<file path="src/design/tgs_map.svh">
// tgs_map.svh: offsets, bit positions, reset values and timing counts
// for the telegram reception status block; included by bare name.
`ifndef TGS_MAP_SVH
`define TGS_MAP_SVH

// register word addresses on the plain register port
`define TGS_A_CTRL 8'h00
`define TGS_A_SINK 8'h01
`define TGS_A_SRC 8'h02
`define TGS_A_REPLY 8'h03
`define TGS_A_LIVE 8'h04
`define TGS_A_STAT_BASE 8'h10
`define TGS_A_STAT_LAST 8'h1f

// control register fields
`define TGS_CTRL_WRANY_BIT 0

// port status word fields
`define TGS_ST_TIMEOUT 0
`define TGS_ST_TELERR 1
`define TGS_ST_BUSY 2
`define TGS_ST_OVERBAL 3
`define TGS_ST_QUALITY 4
`define TGS_ST_CRC 5
`define TGS_ST_PAGE 6
`define TGS_ST_OTHER_LO 8
`define TGS_ST_OTHER_HI 14

// reset values
`define TGS_RST_CTRL 16'h0000
`define TGS_RST_MASK 16'h0000

// timing
`define TGS_CLK_PERIOD_NS 25
`define TGS_REPLY_TIME_NS 42700
`define TGS_REPLY_CYC ((`TGS_REPLY_TIME_NS) / (`TGS_CLK_PERIOD_NS))
`define TGS_IDLE_CYC 8'h35

// transition thresholds
`define TGS_OVERBAL_TRANS 3'h4
`define TGS_BUSY_TRANS 3'h7

`endif

</file>
<file path="src/design/tgs_pkg.sv">
// tgs_pkg: types shared by the telegram reception status block.
// assumes tgs_map.svh supplies all numeric constants.
package tgs_pkg;

	// evaluation sequence of one transfer
	typedef enum logic [2:0] {
		TGS_IDLE = 3'b000,
		TGS_WAIT_REPLY = 3'b001,
		TGS_RX_REPLY = 3'b010,
		TGS_FETCH = 3'b011,
		TGS_WRITE = 3'b100
	} tgs_fsm_t;

	// decoder events, all one-cycle pulses on core_clk_i
	typedef struct packed {
		logic request_frame_delimiter; // valid master frame seen
		logic reply_frame_delimiter; // valid slave delimiter seen
		logic frame_end; // slave frame finished
		logic crc_bad; // check sequence mismatch
		logic manchester_bad; // bad bit code
		logic length_bad; // frame length error
		logic dsample_first; // first of two double samples
		logic dsample_second; // second of two double samples
		logic [3:0] port; // port named by the master frame
	} tgs_dec_ev_t;

	// primary error flags of one transfer
	typedef struct packed {
		logic crc;
		logic signal_quality_error_flag;
		logic level_overbalance_flag;
		logic bus_busy_flag;
		logic telegram_error_flag;
		logic reply_timeout_flag;
	} tgs_flags_t;

	// whole state of the top module
	typedef struct packed {
		tgs_fsm_t fsm;
		logic write_anyway_enable;
		logic [15:0] sink_mask;
		logic [15:0] src_mask;
		logic [15:0] reply_limit;
		logic [15:0] reply_cnt;
		logic [3:0] port;
		logic port_sink;
		logic port_src;
		logic line_prev;
		logic [7:0] idle_cnt;
		logic idle;
		logic [2:0] trans_cnt;
		logic samp_first;
		logic quality_seen;
		logic crc;
		logic man;
		logic len;
		logic timeout_seen;
		tgs_flags_t flags;
		logic store;
		logic upd;
		logic frame_store;
		logic status_update;
		logic [15:0] rd_alt;
		logic rd_use_alt;
	} tgs_state_t;

endpackage

</file>
<file path="src/design/tgs_sync.sv">
// tgs_sync: three-stage synchroniser for line pins.
// assumes asynchronous inputs; a change is taken once stages two and
// three agree, so a single-cycle glitch in stage two is filtered.
`timescale 1ns/1ps
module tgs_sync
	import tgs_pkg::*;
#(
	parameter int unsigned WIDTH = 2
)
(
	input wire logic core_clk_i,
	input wire logic rst_n_i,
	input wire logic [WIDTH-1:0] async_i,
	output logic [WIDTH-1:0] sync_o
);
	// all stages in one packed struct
	typedef struct packed {
		logic [WIDTH-1:0] s1;
		logic [WIDTH-1:0] s2;
		logic [WIDTH-1:0] s3;
		logic [WIDTH-1:0] q;
	} tgs_sync_st_t;

	tgs_sync_st_t r;
	tgs_sync_st_t r_nxt;

	// stage one feeds only stage two
	always_comb
	begin
		r_nxt = r;
		r_nxt.s1 = async_i;
		r_nxt.s2 = r.s1;
		r_nxt.s3 = r.s2;
		for (int i = 0; i < WIDTH; i++)
		begin
			if (r.s2[i] == r.s3[i])
			begin
				r_nxt.q[i] = r.s3[i];
			end
		end
	end

	// idle line level is low
	always_ff @(posedge core_clk_i)
	begin
		if (!rst_n_i)
		begin
			r <= '0;
		end
		else
		begin
			r <= r_nxt;
		end
	end

	assign sync_o = r.q;
endmodule

</file>
<file path="src/design/tgs_status_mem.sv">
// tgs_status_mem: port status words, one per port.
// assumes port a is the host, port b the evaluation logic; b wins a
// same-cycle write collision. read data are registered.
`timescale 1ns/1ps
module tgs_status_mem
	import tgs_pkg::*;
#(
	parameter int unsigned DEPTH = 16,
	parameter int unsigned AW = 4
)
(
	input wire logic core_clk_i,
	input wire logic [AW-1:0] a_addr_i,
	input wire logic a_we_i,
	input wire logic [15:0] a_wdata_i,
	input wire logic a_use_alt_i,
	input wire logic [15:0] a_alt_i,
	output logic [15:0] a_q_o,
	input wire logic [AW-1:0] b_addr_i,
	input wire logic b_we_i,
	input wire logic [15:0] b_wdata_i,
	output logic [15:0] b_q_o
);
	logic [15:0] mem [DEPTH]; // contents set up by host software
	logic [15:0] a_q_r; // host read register
	logic [15:0] b_q_r; // evaluation read register

	// host read register also carries other registers' data, so the
	// top's read data come straight from a flop
	always_ff @(posedge core_clk_i)
	begin
		if (a_we_i && !(b_we_i && b_addr_i == a_addr_i))
		begin
			mem[a_addr_i] <= a_wdata_i;
		end
		if (b_we_i)
		begin
			mem[b_addr_i] <= b_wdata_i;
		end
		a_q_r <= a_use_alt_i ? a_alt_i : mem[a_addr_i];
		b_q_r <= mem[b_addr_i];
	end

	assign a_q_o = a_q_r;
	assign b_q_o = b_q_r;
endmodule

</file>
<file path="src/design/tgs_rx_status.sv">
// tgs_rx_status: per-port telegram reception status evaluation.
// assumes decoder events on core_clk_i and raw line pins a and b.
// Summary of operation
// - crc mismatch sets crc and telegram error
// - write-anyway sink stores crc-bad frame
// - double sample mismatch sets quality and telegram error
// - four transitions from idle set overbalance on a transfer with an error or timeout
// - seven transitions from idle set bus busy on a transfer with an error or timeout
// - bus busy updated for sources and sinks
// - bus busy implies telegram error or timeout
// - telegram error only after valid delimiter
// - telegram error from five causes, own flags
// - telegram error updated for sources and sinks
// - no reply delimiter in time sets timeout
// - flags rewritten each transfer, never accumulated
// - page pointer kept when frame not stored
// - primary flags follow the active line
//
// Decided for this implementation: the plain strobed port and the register addresses.
`timescale 1ns/1ps
`include "tgs_map.svh"
module tgs_rx_status
	import tgs_pkg::*;
#(
	parameter logic [7:0] IDLE_CYC = `TGS_IDLE_CYC,
	parameter logic [15:0] REPLY_CYC = 16'(`TGS_REPLY_CYC)
)
(
	input wire logic core_clk_i,
	input wire logic rst_n_i,
	input wire logic [7:0] reg_addr_i,
	input wire logic [15:0] reg_wdata_i,
	input wire logic reg_wr_i,
	input wire logic reg_rd_i,
	output logic [15:0] reg_rdata_o,
	input wire logic line_a_i,
	input wire logic line_b_i,
	input wire logic active_line_select_i,
	input wire tgs_dec_ev_t dec_i,
	output logic frame_store_o,
	output logic status_update_o,
	output tgs_flags_t flags_o
);
	tgs_state_t r; // whole block state
	tgs_state_t r_nxt; // its next value
	logic [1:0] line_sync; // {a, b} after synchroniser
	logic line_act; // active line level
	logic [15:0] host_q; // host read data from memory flop
	logic [15:0] word_q; // stored word of current port
	logic [15:0] word_nxt; // rewritten status word
	logic mem_we; // evaluation write strobe
	tgs_flags_t fl; // flags of current transfer
	logic bad; // any error of current transfer
	logic store; // frame goes to traffic memory
	logic line_err; // error in received data

	// true when the address falls on a port status word
	function automatic logic is_stat(input logic [7:0] a);
		return a >= `TGS_A_STAT_BASE && a <= `TGS_A_STAT_LAST;
	endfunction

	// true when the port bit is set in a mask
	function automatic logic port_in(input logic [15:0] m,
		input logic [3:0] p);
		return m[p];
	endfunction

	// pins cross into the clock domain here
	tgs_sync #(
		.WIDTH(2)
	) u_sync (
		.core_clk_i(core_clk_i),
		.rst_n_i(rst_n_i),
		.async_i({line_a_i, line_b_i}),
		.sync_o(line_sync)
	);

	// primary flags watch only the selected line
	assign line_act = active_line_select_i ? line_sync[1] : line_sync[0];

	// status words; host on port a, evaluation on port b
	tgs_status_mem #(
		.DEPTH(16),
		.AW(4)
	) u_mem (
		.core_clk_i(core_clk_i),
		.a_addr_i(reg_addr_i[3:0]),
		.a_we_i(reg_wr_i && is_stat(reg_addr_i)),
		.a_wdata_i(reg_wdata_i),
		.a_use_alt_i(r_nxt.rd_use_alt),
		.a_alt_i(r_nxt.rd_alt),
		.a_q_o(host_q),
		.b_addr_i(r.port),
		.b_we_i(mem_we),
		.b_wdata_i(word_nxt),
		.b_q_o(word_q)
	);

	// flag evaluation from what the transfer collected
	always_comb
	begin
		fl = '0;
		line_err = r.crc || r.man || r.len || r.quality_seen;
		bad = line_err || r.timeout_seen;
		fl.crc = r.crc;
		fl.signal_quality_error_flag = r.quality_seen;
		// overbalance never after a clean transfer
		fl.level_overbalance_flag = bad &&
			r.trans_cnt >= `TGS_OVERBAL_TRANS;
		// only reached after a valid request delimiter
		fl.telegram_error_flag = line_err ||
			fl.level_overbalance_flag;
		fl.reply_timeout_flag = r.timeout_seen;
		// tied to error or timeout, so never after success
		fl.bus_busy_flag = r.trans_cnt >= `TGS_BUSY_TRANS &&
			(fl.telegram_error_flag || r.timeout_seen);
		// only sinks store; write-anyway lets a crc-bad frame in
		store = r.port_sink && !r.port_src && !r.timeout_seen &&
			(!bad || (r.write_anyway_enable && r.crc));
	end

	// rewrite of the word: own bits replaced, redundant-line bits kept,
	// reserved bits written as zero
	always_comb
	begin
		word_nxt = '0;
		word_nxt[`TGS_ST_OTHER_HI:`TGS_ST_OTHER_LO] =
			word_q[`TGS_ST_OTHER_HI:`TGS_ST_OTHER_LO];
		// pointer flips only when data were stored
		word_nxt[`TGS_ST_PAGE] = word_q[`TGS_ST_PAGE] ^ r.store;
		word_nxt[`TGS_ST_CRC] = r.flags.crc;
		word_nxt[`TGS_ST_QUALITY] = r.flags.signal_quality_error_flag;
		word_nxt[`TGS_ST_OVERBAL] = r.flags.level_overbalance_flag;
		word_nxt[`TGS_ST_BUSY] = r.flags.bus_busy_flag;
		word_nxt[`TGS_ST_TELERR] = r.flags.telegram_error_flag;
		word_nxt[`TGS_ST_TIMEOUT] = r.flags.reply_timeout_flag;
		mem_we = r.fsm == TGS_WRITE;
	end

	// next state of the whole block
	always_comb
	begin
		r_nxt = r;
		r_nxt.frame_store = 1'b0;
		r_nxt.status_update = 1'b0;

		// register writes
		if (reg_wr_i)
		begin
			unique case (reg_addr_i)
				`TGS_A_CTRL: r_nxt.write_anyway_enable =
					reg_wdata_i[`TGS_CTRL_WRANY_BIT];
				`TGS_A_SINK: r_nxt.sink_mask = reg_wdata_i;
				`TGS_A_SRC: r_nxt.src_mask = reg_wdata_i;
				`TGS_A_REPLY: r_nxt.reply_limit = reg_wdata_i;
				default: ; // status words, read-only live word or unmapped
			endcase
		end

		// register reads; memory flop picks alt data off the words
		r_nxt.rd_use_alt = !is_stat(reg_addr_i) || !reg_rd_i;
		r_nxt.rd_alt = '0;
		if (reg_rd_i)
		begin
			unique case (reg_addr_i)
				`TGS_A_CTRL: r_nxt.rd_alt[`TGS_CTRL_WRANY_BIT] =
					r.write_anyway_enable;
				`TGS_A_SINK: r_nxt.rd_alt = r.sink_mask;
				`TGS_A_SRC: r_nxt.rd_alt = r.src_mask;
				`TGS_A_REPLY: r_nxt.rd_alt = r.reply_limit;
				`TGS_A_LIVE: r_nxt.rd_alt = {3'h0, r.idle, r.port,
					1'b0, r.trans_cnt, 1'b0, r.fsm};
				default: r_nxt.rd_alt = '0; // unmapped reads zero
			endcase
		end

		// transition counting; restarts on the first edge from idle
		r_nxt.line_prev = line_act;
		if (line_act != r.line_prev)
		begin
			r_nxt.idle_cnt = '0;
			r_nxt.idle = 1'b0;
			if (r.idle)
			begin
				r_nxt.trans_cnt = 3'h1;
			end
			else if (r.trans_cnt != 3'h7)
			begin
				r_nxt.trans_cnt = r.trans_cnt + 3'h1; // saturate
			end
		end
		else if (r.idle_cnt >= IDLE_CYC - 8'h01)
		begin
			r_nxt.idle = 1'b1;
		end
		else
		begin
			r_nxt.idle_cnt = r.idle_cnt + 8'h01;
		end

		// double sampling: compare second sample with first
		if (dec_i.dsample_first)
		begin
			r_nxt.samp_first = line_act;
		end
		if (dec_i.dsample_second && line_act != r.samp_first &&
			(r.fsm == TGS_WAIT_REPLY || r.fsm == TGS_RX_REPLY))
		begin
			r_nxt.quality_seen = 1'b1;
		end

		unique case (r.fsm)
			TGS_IDLE:
			begin
				// only active ports, source or sink, are evaluated
				if (dec_i.request_frame_delimiter &&
					(port_in(r.sink_mask, dec_i.port) ||
					port_in(r.src_mask, dec_i.port)))
				begin
					r_nxt.fsm = TGS_WAIT_REPLY;
				end
			end
			TGS_WAIT_REPLY:
			begin
				// a new request while waiting restarts, no update
				if (dec_i.request_frame_delimiter)
				begin
					r_nxt.fsm = (port_in(r.sink_mask, dec_i.port) ||
						port_in(r.src_mask, dec_i.port)) ?
						TGS_WAIT_REPLY : TGS_IDLE;
				end
				else if (dec_i.reply_frame_delimiter)
				begin
					r_nxt.fsm = TGS_RX_REPLY;
				end
				else if (r.reply_cnt >= r.reply_limit - 16'h0001)
				begin
					r_nxt.timeout_seen = 1'b1;
					r_nxt.fsm = TGS_FETCH;
				end
				else
				begin
					r_nxt.reply_cnt = r.reply_cnt + 16'h0001;
				end
			end
			TGS_RX_REPLY:
			begin
				if (dec_i.frame_end)
				begin
					r_nxt.crc = dec_i.crc_bad;
					r_nxt.man = dec_i.manchester_bad;
					r_nxt.len = dec_i.length_bad;
					r_nxt.fsm = TGS_FETCH;
				end
			end
			TGS_FETCH:
			begin
				// memory read of the port word lands next cycle
				r_nxt.flags = fl;
				r_nxt.store = store;
				r_nxt.fsm = TGS_WRITE;
			end
			TGS_WRITE:
			begin
				// every transfer overwrites all own flags
				r_nxt.status_update = 1'b1;
				r_nxt.frame_store = r.store;
				r_nxt.fsm = TGS_IDLE;
			end
			default: r_nxt.fsm = TGS_IDLE; // illegal codes recover
		endcase

		// new transfer: latch port, clear what the last one left
		if (dec_i.request_frame_delimiter &&
			(r.fsm == TGS_IDLE || r.fsm == TGS_WAIT_REPLY))
		begin
			r_nxt.port = dec_i.port;
			r_nxt.port_sink = port_in(r.sink_mask, dec_i.port);
			r_nxt.port_src = port_in(r.src_mask, dec_i.port);
			r_nxt.reply_cnt = '0;
			r_nxt.quality_seen = 1'b0;
			r_nxt.crc = 1'b0;
			r_nxt.man = 1'b0;
			r_nxt.len = 1'b0;
			r_nxt.timeout_seen = 1'b0;
		end
	end

	// single state register
	always_ff @(posedge core_clk_i)
	begin
		if (!rst_n_i)
		begin
			r <= '0;
			r.fsm <= TGS_IDLE;
			// only the enable bit of the control reset word is kept
			r.write_anyway_enable <=
				1'((`TGS_RST_CTRL) >> `TGS_CTRL_WRANY_BIT);
			r.sink_mask <= `TGS_RST_MASK;
			r.src_mask <= `TGS_RST_MASK;
			r.reply_limit <= REPLY_CYC;
			r.rd_use_alt <= 1'b1;
		end
		else
		begin
			r <= r_nxt;
		end
	end

	assign reg_rdata_o = host_q;
	assign frame_store_o = r.frame_store;
	assign status_update_o = r.status_update;
	assign flags_o = r.flags;
endmodule

</file>
<file path="config.mk">
export PLATFORM = sky130hd
export DESIGN_NAME = tgs_rx_status
export DESIGN_NICKNAME = d
export VERILOG_FILES = /design/src/design/tgs_pkg.sv /design/src/design/tgs_sync.sv /design/src/design/tgs_status_mem.sv /design/src/design/tgs_rx_status.sv
export VERILOG_INCLUDE_DIRS = /design/src /design/src/design
export SDC_FILE = /design/constraint.sdc
export NUM_CORES = 1
export LEC_CHECK = 0
export BUFFER_PORTS_ARGS = -buffer_cell sky130_fd_sc_hd__buf_2
export CAP_MARGIN = 0
export CELL_PAD_IN_SITES_DETAIL_PLACEMENT = 2
export CELL_PAD_IN_SITES_GLOBAL_PLACEMENT = 2
export CORE_MARGIN = 4
export CORE_UTILIZATION = 47
export DETAILED_ROUTE_END_ITERATION = 8
export PLACE_DENSITY = 0.88
export RECOVER_POWER = 25
export SLEW_MARGIN = 20
export SYNTH_ARGS = -nofsm -noshare
export SYNTH_HDL_FRONTEND = slang
export SYNTH_SLANG_ARGS = --single-unit
</file>
<file path="constraint.sdc">
create_clock -name core_clk_i -period 9.3 [get_ports core_clk_i]
set_input_delay 2.79 -clock core_clk_i [delete_from_list [all_inputs] [get_ports core_clk_i]]
set_output_delay 2.79 -clock core_clk_i [all_outputs]
set_load 0.02 [all_outputs]
</file>
==> metrics.yaml, run 1 <==
outcome: "finished, violations left"
violations: "capacitance limit, slew limit"
nets: 1619
p_leak_uw: 0.00671
period_share_pct: 75.5
setup_tns_ns: 0
drcViolationCount: 0
min_path_cells: 1
clk-insertion-delay-late_ns: 0.59
cts_tree: "built"
r2r_start: "r[48]"
initial_core_util_pct: 48.0
required_ns: 9.48
drv_slew: 115
overflow: 0
layout-drive-gt1-share_pct: 19.0
skew_ns: 0.0331
worst_pin_slew_ns: 4.21
pwr-share-clk_pct: 45.3
finalSetupViolCount: 0
yosys_warnings: 0
die_w_um: 213
cts_hold_buf: 0
hpwl_um: 51100
avgViaCountPerCell: 7.53
boundaryPins: 67
irDropWorstVdd_v: 0.000145
syn_nets: 1651
synthFlopType: "edfxtp_1"
cts.sinks: 390
synthCells: 1586
hold_viol_final: 0
fp.dieArea_sq_um: 45400
ys_ff_latch: 390
globalplace.congestion: 0.872
hp-class: "register to register"
timing.critical_path.buf_inv: 2
h-tree-depth: 2
core_area_sq_um: 41200
grt_pass1_vias: 16800
port_buffers: 66
min_period_ns: 7.02
startpoint_type: "register"
whs_endpoint: "u_sync.r[5]"
rrSetupSlack_ns: 2.28
rsz0062_at_grt: "no"
slowest_delay_ns: 2.95
drtIter0Drc: 2183
vias: 16000
routedWlPerCell_um: 39.0
p_sw_uw: 940
min_from: "u_sync.r[7]"
powerDensity_nw_per_um2: 176
cts-buffers-inserted: 44
synth_edf_count: 224
startpoint: "r[48]"
grt_max_degree: 58
clk_pin_slew_ns: 0.06
grtUsageTotal_pct: 36.0
netlist_area_sq_um: 19800
comb_power_share_pct: 5.8
p_int_uw: 2840
nFillCells: 3872
path_cells: "clkbuf_1, xor2_1, or4_1, o2111ai_1, nor3_4, clkbuf_1, or2_1"
fmax_mhz: 143
r2r_end: "u_mem.mem[4][13]"
areaGrowthSynthToFinish_pct: 8.71
crit_path_top_delay_cell: "clkbuf_1"
critPathTopFamily: "buffers and inverters"
synth.distinct_cells: 63
cp-end-kind: "register"
first_pass_iters: 5
switching_share_pct: 24.9
grt_pass1_wl_um: 120000
drtAntennaViolNets: 0
cap_violations: 3
cts_resized: 0
async_flop_share_pct: 0
seq_power_share_pct: 48.9
worstPathArrival_ns: 7.20
post_cts_buffers: 0
crit_type: "register to register"
die_y_um: 213
ys_seq_area_share_pct: 50.8
drt-total-wl_um: 82700
syn_area_per_cell_sq_um: 12.5
crit_fanout: 39
cp_common_cell: "clkbuf_1"
antenna_found_initial: 2
r2r_cells: 7
max_slew_margin_pct: -181
clock_path_buffers: 3
num_rows: 74
root_buffer: "clkbuf_16"
fin_util_pct: 52.2
[per-stage QoR]
| step | instance area (sq um) | std cells | worst slack [ns] | power (uW) | hold WS, ns |
|---|---|---|---|---|---|
| after floorplan | 19800 | 1586 | 4.35 | 2000 | 0.412 |
| after global placement | 20200 | 2040 | 3.41 | 2070 | 0.417 |
| after detailed placement | 20200 | 2040 | 3.18 | 2090 | 0.429 |
| after CTS | 21600 | 2119 | 3.62 | 3770 | 0.444 |
| after global routing | 21500 | 2119 | 1.91 | 3860 | 0.469 |
| final | 21500 | 2120 | 2.28 | 3780 | 0.446 |
[synthesized netlist by cell type, types with 4 or more instances]
cell type	count	area share, %
and3_1	6	0.19
or2_2	6	0.19
a22o_1	241	11
or4_1	11	0.42
nand3_1	52	1.3
mux4_2	128	15
nand4_1	8	0.25
a211oi_1	4	0.15
inv_1	15	0.28
edfxtp_1	224	34
mux2i_1	35	1.8
mux2_2	5	0.28
buf_2	46	1.2
o21ai_0	18	0.46
o31ai_1	9	0.34
a22oi_1	28	1.1
clkbuf_1	78	1.5
a21oi_1	80	2.0
ha_1	22	1.4
xnor2_1	14	0.62
nor2b_1	7	0.22
nor2_4	7	0.40
nor3_1	14	0.35
nand2_1	128	2.4
a31oi_1	4	0.13
buf_1	35	0.66
nand2b_1	9	0.28
nor2_1	69	1.3
buf_4	15	0.57
o2bb2ai_1	5	0.22
o22ai_1	9	0.28
buf_6	4	0.23
nor4_1	9	0.28
xor2_1	13	0.58
and2_1	13	0.41
nor2_2	8	0.25
dfxtp_1	166	17
or3_1	6	0.19
[worst max path at each step]
stage	depth (start not counted)	endpoint
after floorplan	6	u_mem.mem[11][0]
after global placement	6	u_mem.mem[1][2]
after detailed placement	7	r[83]
after CTS	6	u_mem.mem[1][12]
after global routing	7	u_mem.mem[4][13]
final	7	u_mem.mem[4][13]
[worst register-to-register path: stages, from the launching register on]
cell,delay (ns)
dfxtp_2,0.31
clkbuf_1,2.95
xor2_1,0.32
or4_1,0.75
o2111ai_1,0.95
nor3_4,0.01
clkbuf_1,0.56
or2_1,0.76
[sequential cells by signal, indices dropped and copies added (netlist names)]
register and cells:
u_sync.sync_o 2, u_sync.r 6, flags_o 6, u_mem.mem 256
u_mem.b_q_o 8, r 91, status_update_o 1, fl 3
frame_store_o 1, u_mem.a_q_o 16
[power groups by stage]
| stage | combinational (uW) | sequential [uW] | clock (uW) |
|---|---|---|---|
| floorplan | 140 | 1860 | 0 |
| global placement | 198 | 1880 | 0 |
| detailed placement | 210 | 1880 | 0 |
| CTS | 215 | 1840 | 1720 |
| global route | 225 | 1840 | 1790 |
| finish | 221 | 1840 | 1710 |
[routing by layer]
| metal | part of all wire, % | wire length (um) | vias to the layer above | global-route usage (%) |
|---|---|---|---|---|
| li1 | - | - | 6124 | - |
| met1 | 36 | 29700 | 8244 | 44.2 |
| met2 | 48 | 39800 | 1238 | 60.7 |
| met3 | 10 | 8230 | 345 | 8.14 |
| met4 | 5.8 | 4810 | 2 | 17.3 |
| met5 | 0.021 | 17 | - | 0 |
[cell type report]
type / count / area [sq um] / area share (%)
inverters: 17 / 63.8 / 0.297
well taps: 532 / 666 / 3.10
multi-input cells: 1001 / 8840 / 41.1
flip-flops and latches: 390 / 10100 / 46.8
diodes: 1 / 2.50 / 0.0116
clock buffers: 63 / 1220 / 5.69
repair buffers: 100 / 532 / 2.47
clock inverters: 16 / 120 / 0.559
[logic make-up after synthesis]
kind of cell             Yosys count  share of synthesized area [%]
XOR/XNOR                          27                           1.20
multiplexers                     168                           16.6
buffers and inverters            195                           4.43
AO/OA/AOI/OAI                    415                           16.2
AND/OR/NAND/NOR                  369                           9.34
flip-flops                       390                           50.8
adder cells (fa/ha/maj)           22                           1.39
[cell usage in the layout, fill, tap and decap left out, drive strengths merged, types with 6 or more instances in the layout]
master | Yosys | final
clkinv | 0 | 13
nor2 | 84 | 84
a22oi | 28 | 28
nor2b | 7 | 7
buf | 100 | 67
xnor2 | 14 | 14
edfxtp | 224 | 224
a22o | 241 | 241
inv | 17 | 18
nand4 | 8 | 8
nand2 | 128 | 128
or2 | 7 | 7
clkbuf | 78 | 96
and3 | 6 | 6
nor4 | 9 | 9
nand2b | 9 | 9
o22ai | 9 | 9
o21ai | 19 | 19
a21oi | 80 | 80
dfxtp | 166 | 166
mux2i | 35 | 35
and2 | 14 | 14
ha | 22 | 22
xor2 | 13 | 13
or4 | 12 | 12
mux4 | 128 | 128
nand3 | 52 | 52
nor3 | 20 | 20
o31ai | 9 | 9
or3 | 7 | 7
No activity file was read; power rests on OpenSTA's default activity.
==> run 2: changes to the inputs <==
Settings changed: CORE_UTILIZATION 47 to 40, PLACE_DENSITY 0.88 to 0.8.
Clock period 9.3 ns to 5.9 ns, I/O delays scaled along.
==> run 2 against run 1 <==
The run still ends with capacitance limit, slew limit left. Count of clock-buffer cells in the layout down 1. Sequential power rose by 59%. Power is 63% higher. Routed wire length fell by 3.0%. Cell area is 1.9% higher. Worst hold slack worse by 0.010 ns. Critical path type is now input port to register. Largest power group unchanged.
==> metrics.yaml, run 2 (synthesis gave the netlist of run 1 again) <==
outcome: "finished, violations left"  # unchanged
violations: "capacitance limit, slew limit"  # unchanged
clock_path_buffers: 3  # unchanged
timing.final.ws_setup_ns: 0.731  # was 2.28 ns
hold_viol_final: 0  # unchanged
vias: 15400  # was 16000
cts_hold_buf: 0  # unchanged
nets: 1631  # was 1619
worst_pin_slew_ns: 2.90  # was 4.21 ns
startpoint_type: "input port"  # was register
top_register: "u_mem.mem"  # unchanged
rsz0062_at_grt: "no"  # unchanged
overflow: 0  # unchanged
grt_pass1_wl_um: 117000  # was 120000 um
layout-drive-gt1-share_pct: 19.9  # was 19.0%
cap_violations: 13  # was 3
stdcell_count: 2269  # was 2120
antenna_found_initial: 6  # was 2
cp-end-kind: "register"  # unchanged
final_area_sq_um: 21900  # was 21500 sq um
min_from: "u_sync.r[6]"  # was u_sync.r[7]
nFillCells: 4850  # was 3872
r2r_start: "r[48]"  # unchanged
core_area_sq_um: 49000  # was 41200 sq um
root_buffer: "clkbuf_16"  # unchanged
globalplace.congestion: 0.917  # was 0.872
dp_slack_ns: 1.09  # was 3.18 ns
h-tree-depth: 2  # unchanged
grt_max_degree: 58  # unchanged
rrSetupSlack_ns: 1.55  # was 2.28 ns
r2r_cells: 3  # was 7
setup_tns_ns: 0  # unchanged
max_slew_margin_pct: -93.1  # was -181%
die_w_um: 230  # was 213 um
clk-insertion-delay-late_ns: 0.60  # was 0.59 ns
die_y_um: 230  # was 213 um
routedWlPerCell_um: 35.4  # was 39.0 um
final_cell_mix: "241 x a22o_1, 224 x edfxtp_1, 165 x dfxtp_1"  # was 241 x a22o_1, 224 x edfxtp_1, 164 x dfxtp_1
min_path_cells: 1  # unchanged
worstPathArrival_ns: 5.44  # was 7.20 ns
boundaryPins: 67  # unchanged
dp.cells: 2183  # was 2040
skew_ns: 0.0372  # was 0.0331 ns
num_rows: 81  # was 74
slowest_delay_ns: 1.12  # was 2.95 ns
first_pass_iters: 6  # was 5
cts.sinks: 390  # unchanged
fp.dieArea_sq_um: 53100  # was 45400 sq um
post_cts_buffers: 0  # unchanged
drv_slew: 270  # was 115
layout_commonest_cell: "a22o_1"  # unchanged
powerDensity_nw_per_um2: 281  # was 176 nW/um^2
areaGrowthSynthToFinish_pct: 10.8  # was 8.71%
cts_resized: 0  # unchanged
required_ns: 6.18  # was 9.48 ns
clk_pin_slew_ns: 0.06  # about the same
path_cells: "clkbuf_1, xor2_1, or4_1, o2111ai_2, nor3_2, buf_4, or2_2"  # was clkbuf_1, xor2_1, or4_1, o2111ai_1, nor3_4, clkbuf_1, or2_1
crit_type: "input port to register"  # was register to register
avgViaCountPerCell: 6.80  # was 7.53
placed_area_sq_um: 20500  # was 20200 sq um
min_period_ns: 5.17
grtUsageTotal_pct: 29.7  # was 36.0%
crit_fanout: 25  # was 39
drtIter0Drc: 2007  # was 2183
drcViolationCount: 0  # unchanged
drt-total-wl_um: 80200  # was 82700 um
finalSetupViolCount: 0  # unchanged
port_buffers: 66  # unchanged
period_share_pct: 87.6
irDropWorstVdd_v: 0.000277  # was 0.000145 V
fmax_mhz: 193
crit_path_top_delay_cell: "clkbuf_1"  # unchanged
hpwl_um: 52000  # was 51100 um
grt_pass1_vias: 16400  # was 16800
whs_endpoint: "u_sync.r[4]"  # was u_sync.r[5]
initial_core_util_pct: 40.4  # was 48.0%
r2r_end: "u_mem.b_q_o[8]"  # was u_mem.mem[4][13]
cts-buffers-inserted: 45  # was 44
drtAntennaViolNets: 0  # unchanged
hp-class: "register to register"  # unchanged
p_leak_uw: 0.00686  # was 0.00671 uW
cts_tree: "built"  # unchanged
largest_register_ffs: 256  # unchanged
holdWs_ns: 0.436  # was 0.446 ns
run 2: worst max path at each step:
stage / endpoint / depth (start not counted) / from
2_1_floorplan: u_mem.mem[11][0] / 6 / reg_addr_i[2]
3_3_place_gp: u_mem.mem[4][13] / 6 / reg_addr_i[7]
3_5_place_dp: u_mem.mem[4][13] / 6 / reg_addr_i[7]
4_1_cts: u_mem.mem[12][13] / 7 / reg_addr_i[2]
5_1_grt: u_mem.mem[12][8] / 7 / reg_addr_i[2]
6_report: u_mem.mem[12][8] / 7 / reg_addr_i[2]
run 2: cell type report:
| type | count | area (sq um) | area share (%) |
|---|---|---|---|
| tap | 664 | 831 | 3.79 |
| multi-input combinational | 1001 | 8870 | 40.5 |
| sequential | 390 | 10100 | 45.9 |
| clock inverter | 21 | 163 | 0.743 |
| timing repair buffer | 111 | 599 | 2.74 |
| clock buffer | 62 | 1320 | 6.04 |
| inverter | 17 | 63.8 | 0.291 |
| antenna | 3 | 7.51 | 0.0343 |
run 2: routing by layer:
layer / GRT usage, % / vias up / wire length [um]
met2: 48.7 / 983 / 37600
met3: 8.18 / 277 / 8090
met5: 0 / - / 13
met4: 16.0 / 2 / 5480
li1: - / 6165 / -
met1: 35.8 / 7995 / 29100
run 2: critical path: cells and delay by family:
kind / cells / cell delay (ns)
AO/OA/AOI/OAI: 1 / 0.72
XOR/XNOR: 1 / 0.23
buffers and inverters: 2 / 1.39
AND/OR/NAND/NOR: 3 / 1.28
run 2: per-stage QoR:
stage,total power [uW],utilization (%)
final,6150,44.7
after global routing,6290,44.7
after CTS,6170,44.9
after detailed placement,3310,41.9
after global placement,3300,41.9
after floorplan,3160,-
run 2: power by group:
part	internal [uW]	switching (uW)	leakage, uW
Sequential	2870	45.4	0.00303
Combinational	111	244	0.00309
Clock	1660	1220	0.000738
Total	4640	1510	0.00686
